<file path="config.mk">
export PLATFORM = sky130hd
export DESIGN_NAME = swp_write_protect
export DESIGN_NICKNAME = d
export VERILOG_FILES = /design/src/rtl/swp_pkg.sv /design/src/rtl/swp_write_protect.sv /design/src/rtl/swp_block_locks.sv
export SDC_FILE = /design/constraint.sdc
export NUM_CORES = 1
export LEC_CHECK = 0
export BUFFER_PORTS_ARGS = -buffer_cell sky130_fd_sc_hd__buf_2
export CORE_ASPECT_RATIO = 0.7
export CORE_MARGIN = 1.5
export CORE_UTILIZATION = 44
export DETAILED_ROUTE_END_ITERATION = 6
export PLACE_DENSITY = 0.75
export SETUP_SLACK_MARGIN = 0.3
export SLEW_MARGIN = 20
export SYNTH_ARGS = -nofsm -noshare
export SYNTH_HDL_FRONTEND = slang
export SYNTH_HIERARCHICAL = 1
export SYNTH_SLANG_ARGS = --single-unit
</file>
<file path="constraint.sdc">
create_clock -name core_clk -period 2 [get_ports core_clk]
set_input_delay 0.2 -clock core_clk [delete_from_list [all_inputs] [get_ports core_clk]]
set_output_delay 0.2 -clock core_clk [all_outputs]
set_load 0.02 [all_outputs]
</file>
<file path="src/rtl/swp_pkg.sv">
// Purpose: constants for status register write protection
// Assumes: commands arrive already decoded from the serial front end
// Notes: offsets are bit positions inside the eight-bit registers
package swp_pkg;
	localparam logic [7:0] OP_WR_SR1 = 8'h01;
	localparam logic [7:0] OP_WR_SR2 = 8'h31;
	localparam logic [7:0] OP_WR_SR3 = 8'h11;
	localparam logic [7:0] OP_WR_SR4 = 8'h71;
	localparam logic [7:0] OP_BLK_LOCK = 8'h36;
	localparam logic [7:0] OP_BLK_UNLOCK = 8'h39;
	localparam int SR1_GUARD_LOW_BIT = 7;
	localparam int SR2_GUARD_HIGH_BIT = 0;
	localparam int SR2_FOUR_LANE_BIT = 1;
	localparam int CFG_PIN_FUNC_BIT = 7;
	localparam int CFG_STRENGTH_HI = 6;
	localparam int CFG_STRENGTH_LO = 5;
	localparam int CFG_SCHEME_BIT = 2;
	localparam logic [7:0] CFG_WRITE_MASK = 8'hE4;
	localparam logic [7:0] CFG_RESET = 8'h20;
	localparam int NUM_BLOCKS = 16;
endpackage : swp_pkg

</file>
<file path="src/rtl/swp_write_protect.sv">
// Purpose: status register write gate and pin/drive/scheme config
// Assumes: cmd* is a one-cycle decoded command from the serial front end
// Notes: non-volatile guard bits and lock bit arrive as static inputs
//
// Functional notes
// - guard 00: writes accepted when latch set
// - guard 01 and pin low: reject unless four-lane mode
// - guard 01 and pin high: accept with latch
// - guard 10: blocked until next reset
// - guard 11, lock 0: blocked until reset
// - guard 11, lock 1: blocked permanently
// - reset: non-volatile 00/01 copied unchanged
// - reset: non-volatile 10 gives 00
// - reset: 11 without lock gives 01
// - reset: 11 with lock keeps 11
// - config bit 7 picks pause or reset
// - four-lane mode disables pause and reset
// - strength field bits 6:5, default 01
// - config bit 2 picks range or block locks
// - all block locks set at any reset
// - four-lane mode makes guard pin data lane
// - high guard bit at status-2 bit 0
module swp_write_protect #(
	parameter int NUM = swp_pkg::NUM_BLOCKS,
	parameter int AW = $clog2(swp_pkg::NUM_BLOCKS)
) (
	input wire logic core_clk,
	input wire logic resetn,
	input wire logic devReset,
	input wire logic nvGuardHigh,
	input wire logic nvGuardLow,
	input wire logic permanentLockBit,
	input wire logic writeLatchFlag,
	input wire logic guardPin,
	input wire logic cmdValid,
	input wire logic [7:0] cmdOpcode,
	input wire logic [7:0] cmdData,
	input wire logic [AW-1:0] cmdBlock,
	output logic statusGuardHigh,
	output logic statusGuardLow,
	output logic fourLaneEnable,
	output logic [7:0] pinDriveProtectConfig,
	output logic [1:0] outputStrength,
	output logic protectSchemeSelect,
	output logic pauseEnable,
	output logic resetPinEnable,
	output logic writeAccepted,
	output logic writeRejected,
	output logic blockLockRead,
	output logic [NUM-1:0] blockLocks
);
	import swp_pkg::*;

	typedef struct packed {
		logic guardHigh;
		logic guardLow;
		logic fourLane;
		logic [7:0] cfg;
		logic accepted;
		logic rejected;
		logic loadPending;
	} swp_state_s;

	swp_state_s st;
	swp_state_s next_st;
	logic isStatusWrite;
	logic isBlockCmd;
	logic guardEff;
	logic writeAllowed;
	logic reload;

	////////////////////////////////////////////////////////////////////////
	// write gate
	assign isStatusWrite = cmdValid && (cmdOpcode == OP_WR_SR1 ||
		cmdOpcode == OP_WR_SR2 || cmdOpcode == OP_WR_SR3 ||
		cmdOpcode == OP_WR_SR4);
	assign isBlockCmd = cmdValid && st.cfg[CFG_SCHEME_BIT] &&
		(cmdOpcode == OP_BLK_LOCK || cmdOpcode == OP_BLK_UNLOCK);
	// pin reads high once it serves as a data lane
	assign guardEff = st.fourLane ? 1'b1 : guardPin;
	assign reload = st.loadPending || devReset;

	always_comb begin
		writeAllowed = 1'b0;
		case ({st.guardHigh, st.guardLow})
			2'b00: writeAllowed = writeLatchFlag;
			2'b01: writeAllowed = writeLatchFlag && guardEff;
			2'b10: writeAllowed = 1'b0;
			default: writeAllowed = 1'b0;
		endcase
	end

	////////////////////////////////////////////////////////////////////////
	// state update
	always_comb begin
		next_st = st;
		next_st.accepted = 1'b0;
		next_st.rejected = 1'b0;
		next_st.loadPending = 1'b0;
		if (reload) begin
			// volatile copy from non-volatile bits
			next_st.cfg = CFG_RESET;
			next_st.fourLane = 1'b0;
			case ({nvGuardHigh, nvGuardLow})
				2'b00, 2'b01: begin
					next_st.guardHigh = nvGuardHigh;
					next_st.guardLow = nvGuardLow;
				end
				2'b10: begin
					next_st.guardHigh = 1'b0;
					next_st.guardLow = 1'b0;
				end
				default: begin
					next_st.guardHigh = permanentLockBit;
					next_st.guardLow = 1'b1;
				end
			endcase
		end else if (isStatusWrite) begin
			if (writeAllowed) begin
				next_st.accepted = 1'b1;
				if (cmdOpcode == OP_WR_SR1) begin
					next_st.guardLow = cmdData[SR1_GUARD_LOW_BIT];
				end else if (cmdOpcode == OP_WR_SR2) begin
					next_st.guardHigh = cmdData[SR2_GUARD_HIGH_BIT];
					next_st.fourLane = cmdData[SR2_FOUR_LANE_BIT];
				end else if (cmdOpcode == OP_WR_SR3) begin
					next_st.cfg = cmdData & CFG_WRITE_MASK;
				end
			end else begin
				next_st.rejected = 1'b1;
			end
		end
	end

	always_ff @(posedge core_clk or negedge resetn) begin
		if (!resetn) begin
			st <= '{guardHigh: 1'b0, guardLow: 1'b0, fourLane: 1'b0,
				cfg: CFG_RESET, accepted: 1'b0, rejected: 1'b0,
				loadPending: 1'b1};
		end else begin
			st <= next_st;
		end
	end

	////////////////////////////////////////////////////////////////////////
	// block locks
	swp_block_locks #(.NUM(NUM), .AW(AW)) uLocks (
		.core_clk(core_clk),
		.resetn(resetn),
		.setAll(reload),
		.wrEn(isBlockCmd && !reload),
		.wrValue(cmdOpcode == OP_BLK_LOCK),
		.addr(cmdBlock),
		.rdData(blockLockRead),
		.locks(blockLocks)
	);

	////////////////////////////////////////////////////////////////////////
	// outputs
	assign statusGuardHigh = st.guardHigh;
	assign statusGuardLow = st.guardLow;
	assign fourLaneEnable = st.fourLane;
	assign pinDriveProtectConfig = st.cfg;
	assign outputStrength = st.cfg[CFG_STRENGTH_HI:CFG_STRENGTH_LO];
	assign protectSchemeSelect = st.cfg[CFG_SCHEME_BIT];
	assign pauseEnable = !st.fourLane && !st.cfg[CFG_PIN_FUNC_BIT];
	assign resetPinEnable = !st.fourLane && st.cfg[CFG_PIN_FUNC_BIT];
	assign writeAccepted = st.accepted;
	assign writeRejected = st.rejected;
endmodule : swp_write_protect

</file>
<file path="src/rtl/swp_block_locks.sv">
// Purpose: per-block lock bits with registered read port
// Assumes: one lock or unlock per cycle
// Notes: setAll returns every lock to 1
module swp_block_locks #(
	parameter int NUM = swp_pkg::NUM_BLOCKS,
	parameter int AW = $clog2(swp_pkg::NUM_BLOCKS)
) (
	input wire logic core_clk,
	input wire logic resetn,
	input wire logic setAll,
	input wire logic wrEn,
	input wire logic wrValue,
	input wire logic [AW-1:0] addr,
	output logic rdData,
	output logic [NUM-1:0] locks
);
	import swp_pkg::*;

	typedef struct packed {
		logic [NUM-1:0] locks;
		logic rdData;
	} swp_lock_state_s;

	swp_lock_state_s st;
	swp_lock_state_s next_st;
	logic [NUM-1:0] nextLocks;

	////////////////////////////////////////////////////////////////////////
	// next value of each lock bit
	genvar g;
	generate
		for (g = 0; g < NUM; g++) begin : gLock
			assign nextLocks[g] = setAll ? 1'b1 :
				(wrEn && addr == AW'(g)) ? wrValue : st.locks[g];
		end
	endgenerate

	////////////////////////////////////////////////////////////////////////
	// state update
	always_comb begin
		next_st = st;
		next_st.locks = nextLocks;
		// read port shows the bit as it stood before this cycle's write
		next_st.rdData = st.locks[addr];
	end

	always_ff @(posedge core_clk or negedge resetn) begin
		if (!resetn) begin
			st <= '{locks: '1, rdData: 1'b1};
		end else begin
			st <= next_st;
		end
	end

	assign locks = st.locks;
	assign rdData = st.rdData;
endmodule : swp_block_locks

</file>
==> flow_results.org <==
** Global routing
- In the global route stage, met1 resource usage came out at 29.9%.
- Initial antenna violation count :: 0
- After global routing, the most crowded layer is met1.
- The via count of the first global-routing pass came to 1,301.
- For this run, the total global-route usage over all layers was measured as between 10% and 20%.
- In the global route stage, met3 resource usage came out at 3.44%.
- Fraction of met2 tracks used by global routing :: 26.3%
- Wire length of the first global-routing pass :: roughly 6.4 mm
- Largest net degree at the start of global routing :: 28
- Summed over all layers, the global routing overflow is 0.

** Yosys
- Number of distinct library cell variants in the gate-level netlist after synthesis :: 47
- Portion of the post-synthesis area used by sequential elements :: 40.2%
- A synthesized cell averages ~11 µm².
- Post-synth ARST share :: 100%
- Adder-Cell Fraction of Synth Area :: 0%
- For this run, the leading register cell type out of synthesis is sky130_fd_sc_hd__dfstp_2.
- Main combinational cell family by area after synthesis :: simple AND/OR/NAND/NOR gates
- The portion of synthesized area spent on multiplexers is 7.83%.
- The synthesized design contains 0 enable-type register cells.
- Of the total synthesized cell area, the portion taken by AND, OR, NAND and NOR gates is 22.6%.
- During synthesis, Yosys emitted a total of 6 warnings.
- Synthesis produced 160 cells.
- Area of the mapped netlist :: 0.00174 mm²
- XOR/XNOR Fraction of Synth Area :: 0%
- Compound-gate portion of the synthesized area :: between 10% and 20%
- After synthesis the netlist holds a flip-flop and latch count of 27.

** Worst setup path
- STA puts the critical path data required time at between 2000 and 2500 ps.
- Critical path endpoint category :: register
- Along the worst path, the maximum fanout reaches 8.
- The worst setup path is launched from a register.
- Type of the setup path with the least slack :: reg -> reg
- Arrival time of the worst setup path :: between 1500 and 2000 ps

** Routing
- Detailed Route Iter0 Violations :: 110
- The first TritonRoute pass finished after 4 iterations.
- After detailed routing, the number of remaining DRC violations is 0.
- Routed len/inst :: 15.5 µm
- Remaining antenna violation count after routing :: 0
- Summing over every cut layer, the via total after detailed routing is 1,493.
- Dividing the detail-routed via count by the number of cells gives ~5.7.
- Total wirelength of the detailed-routed design :: slightly above 4 mm

** Timing
- Setup repair after global routing missed its margin :: true
- Post-layout min period :: 1720 ps
- Final clock skew :: 5.26 ps
- Final worst-path setup slack :: 278 ps
- Timing would allow up to 581 MHz.
- For the pin with the worst max-slew slack, the measured transition is slightly below 600 ps.
- The final critical path takes up between 80% and 90% of the cycle.
- The number of slew-limit violations in the final report came to 0.
- Slew headroom :: 60.6%
- Adding up every negative setup slack in the final design gives 0 ps.
- Final hold violation count :: 0
- Setup violations remaining at the end of the flow were counted as 0.
- Final hold analysis gives a worst-case slack of 157 ps.

** Place
- Worst setup timing slack at the placement stage :: ~85 ps
- Post-detailed-placement half-perimeter wirelength :: 3.03 mm
- Port bufs :: 57
- Final weighted congestion in routability-driven placement :: approximately 0.87
- Placed inst area :: approximately 0.002 mm²

** Power and ir drop
- Static leakage :: 0.866 nW
- VDD sags by at most roughly 280 µV.
- Ratio of total power to cell area :: 489 mW/mm²

** Die
- In this run the vertical extent of the chip is about 56 µm.
- The die is ~78 µm wide.
- In this run the count of I/O pins placed on the die edge is 64.
- Standard-cell rows :: 18
- The die covers 0.00435 mm².
- Floorplan core area :: 0.00365 mm²
- Starting Density :: between 40% and 50%

** Clock network
- Clock-pin slew of the registers on the worst-case setup and hold paths :: approximately 90 ps
- The number of clock buffers added by TritonCTS is 3.
- TritonCTS clock tree :: done
- Counting along the longest clock path gives a buffer depth of 2.
- CTS saw 27 sinks.
- Clock H-tree levels :: 1
- Clock tree root driver cell :: sky130_fd_sc_hd__clkbuf_8
- Worst-skew pair later-pin latency :: 280 ps

** Finish
- Synth-to-Final Area Change :: 19.8%
- The final layout contains 242 nets.
- After routing the design area is 0.00209 mm².
- Proportion of layout cells with a drive suffix above 1 :: a little under 50%
- # diodes :: 0

** Run status
- Outcome :: finished, final reports clean

** Run
- Max-cap check violation count :: 0

** Worst hold path
- Type of the most critical hold path :: in -> reg
-- Yosys cell counts (2+ instances only) --
| cell | number | area share (%) |
|---|---|---|
| sky130_fd_sc_hd__a211o_1 | 2 | 1.0 |
| sky130_fd_sc_hd__a21boi_0 | 11 | 4.7 |
| sky130_fd_sc_hd__a21oi_1 | 2 | 0.57 |
| sky130_fd_sc_hd__a311o_1 | 9 | 5.2 |
| sky130_fd_sc_hd__a311o_2 | 3 | 1.9 |
| sky130_fd_sc_hd__and3b_1 | 2 | 1.0 |
| sky130_fd_sc_hd__and4_1 | 2 | 1.0 |
| sky130_fd_sc_hd__buf_2 | 2 | 0.57 |
| sky130_fd_sc_hd__buf_4 | 15 | 6.5 |
| sky130_fd_sc_hd__buf_6 | 2 | 1.3 |
| sky130_fd_sc_hd__clkbuf_1 | 3 | 0.65 |
| sky130_fd_sc_hd__dfrtp_1 | 8 | 11 |
| sky130_fd_sc_hd__dfstp_2 | 19 | 29 |
| sky130_fd_sc_hd__inv_1 | 3 | 0.65 |
| sky130_fd_sc_hd__mux2i_1 | 2 | 1.1 |
| sky130_fd_sc_hd__mux4_1 | 3 | 4.5 |
| sky130_fd_sc_hd__nand2_1 | 10 | 2.2 |
| sky130_fd_sc_hd__nand3_1 | 8 | 2.3 |
| sky130_fd_sc_hd__nand4_1 | 5 | 1.8 |
| sky130_fd_sc_hd__nor2_1 | 6 | 1.3 |
| sky130_fd_sc_hd__nor2b_1 | 5 | 1.8 |
| sky130_fd_sc_hd__nor3_1 | 3 | 0.86 |
| sky130_fd_sc_hd__nor3b_1 | 3 | 1.3 |
| sky130_fd_sc_hd__nor3b_4 | 2 | 2.2 |
| sky130_fd_sc_hd__o211ai_1 | 3 | 1.3 |
| sky130_fd_sc_hd__o21ai_0 | 3 | 0.86 |
| sky130_fd_sc_hd__o21ai_1 | 2 | 0.57 |
| sky130_fd_sc_hd__o31ai_1 | 3 | 1.3 |
-- placed cells by master, fill, tap and decap left out, types with 3 or more instances in the layout --
cell type / count
sky130_fd_sc_hd__a21boi_0: 7
sky130_fd_sc_hd__a21boi_1: 5
sky130_fd_sc_hd__a311o_1: 9
sky130_fd_sc_hd__a311o_2: 3
sky130_fd_sc_hd__buf_2: 57
sky130_fd_sc_hd__buf_4: 8
sky130_fd_sc_hd__clkbuf_8: 3
sky130_fd_sc_hd__conb_1: 5
sky130_fd_sc_hd__dfrtp_1: 8
sky130_fd_sc_hd__dfstp_2: 19
sky130_fd_sc_hd__inv_1: 3
sky130_fd_sc_hd__mux4_1: 3
sky130_fd_sc_hd__nand2_1: 10
sky130_fd_sc_hd__nand3_1: 8
sky130_fd_sc_hd__nand4_1: 5
sky130_fd_sc_hd__nor2_1: 4
sky130_fd_sc_hd__nor2b_1: 5
sky130_fd_sc_hd__nor3_1: 3
sky130_fd_sc_hd__nor3b_1: 3
sky130_fd_sc_hd__o211ai_1: 3
sky130_fd_sc_hd__o21ai_0: 3
sky130_fd_sc_hd__o31ai_1: 3
-- final timing paths --
| kind | startpoint | to | slack, ps | depth (start not counted) |
|---|---|---|---|---|
| max in group asynchronous | resetn | uLocks/locks[3] | 1160 | 2 |
| setup reg to reg | st[0] | uLocks/locks[11] | 280 | 7 |
| min in group asynchronous | resetn | pinDriveProtectConfig[6] | 460 | 2 |
| setup / recovery | st[0] | uLocks/locks[11] | 280 | 7 |
| hold / removal | cmdData[1] | fourLaneEnable | 160 | 3 |
| hold reg to reg | uLocks/locks[13] | uLocks/locks[13] | 550 | 2 |
-- power breakdown --
group	internal [W]	switching (W)	leakage [nW]	total, W
logic	0.0000528	0.0000943	0.535	0.000147
clock network	0.000142	0.000173	0.0217	0.000315
registers	0.000555	0.00000408	0.309	0.000559
total	0.000750	0.000272	0.866	0.00102
-- cell type report --
| type | count | area [µm²] |
|---|---|---|
| Tap cell | 50 | 62.6 |
| Inverter | 3 | 11.3 |
| Timing Repair Buffer | 66 | 355 |
| Clock buffer | 3 | 41.3 |
| Fill cell | 327 | 1560 |
| Clock inverter | 1 | 7.51 |
| Sequential cell | 27 | 699 |
| Multi-Input combinational cell | 112 | 910 |
-- stage by stage --
| step | total power (W) | utilization, % | std cells |
|---|---|---|---|
| final | 0.00102 | 57.2 | 262 |
| after global routing | 0.00107 | 57.2 | 262 |
| after CTS | 0.00103 | 56.7 | 261 |
| after detailed placement | 0.000710 | 54.9 | 255 |
| after global placement | 0.000709 | 54.9 | 255 |
| after floorplan | 0.000658 | - | 164 |
-- flip-flops by register name, indices dropped and copies added (netlist names) --
signal and cells:
uLocks/locks 16, statusGuardHigh 1, uLocks/rdData 1, statusGuardLow 1
st 1, writeRejected 1, pinDriveProtectConfig 4, writeAccepted 1
fourLaneEnable 1
-- critical path, stage by stage, from the launching register on --
cell,delay (ps)
sky130_fd_sc_hd__dfstp_2,390
sky130_fd_sc_hd__nor2_4,100
sky130_fd_sc_hd__nand4_1,110
sky130_fd_sc_hd__nor2_2,180
sky130_fd_sc_hd__buf_4,130
sky130_fd_sc_hd__and3_2,280
sky130_fd_sc_hd__a21boi_0,110
sky130_fd_sc_hd__a311o_1,350
-- repair_timing --
| action | in CTS | in global routing |
|---|---|---|
| buffers inserted | 1 | 1 |
| hold endpoints to repair | 8 | 0 |
| hold buffers | 1 | 0 |
| resized for setup | 0 | 6 |
| setup endpoints to repair | 3 | 10 |
| pin swaps | 0 | 8 |
-- layer usage --
layer	routed length, µm	part of all wire, %
met1	1950	48
met2	1780	44
met3	289	7.1
met4	38	0.94
met5	0	0
-- cells by family after synthesis --
kind of cell,after synthesis
flip-flops,27
multiplexers,7
AO/OA/AOI/OAI,42
buffers and inverters,25
other,1
AND/OR/NAND/NOR,58
Note: power is estimated with default switching activity, not from simulation.
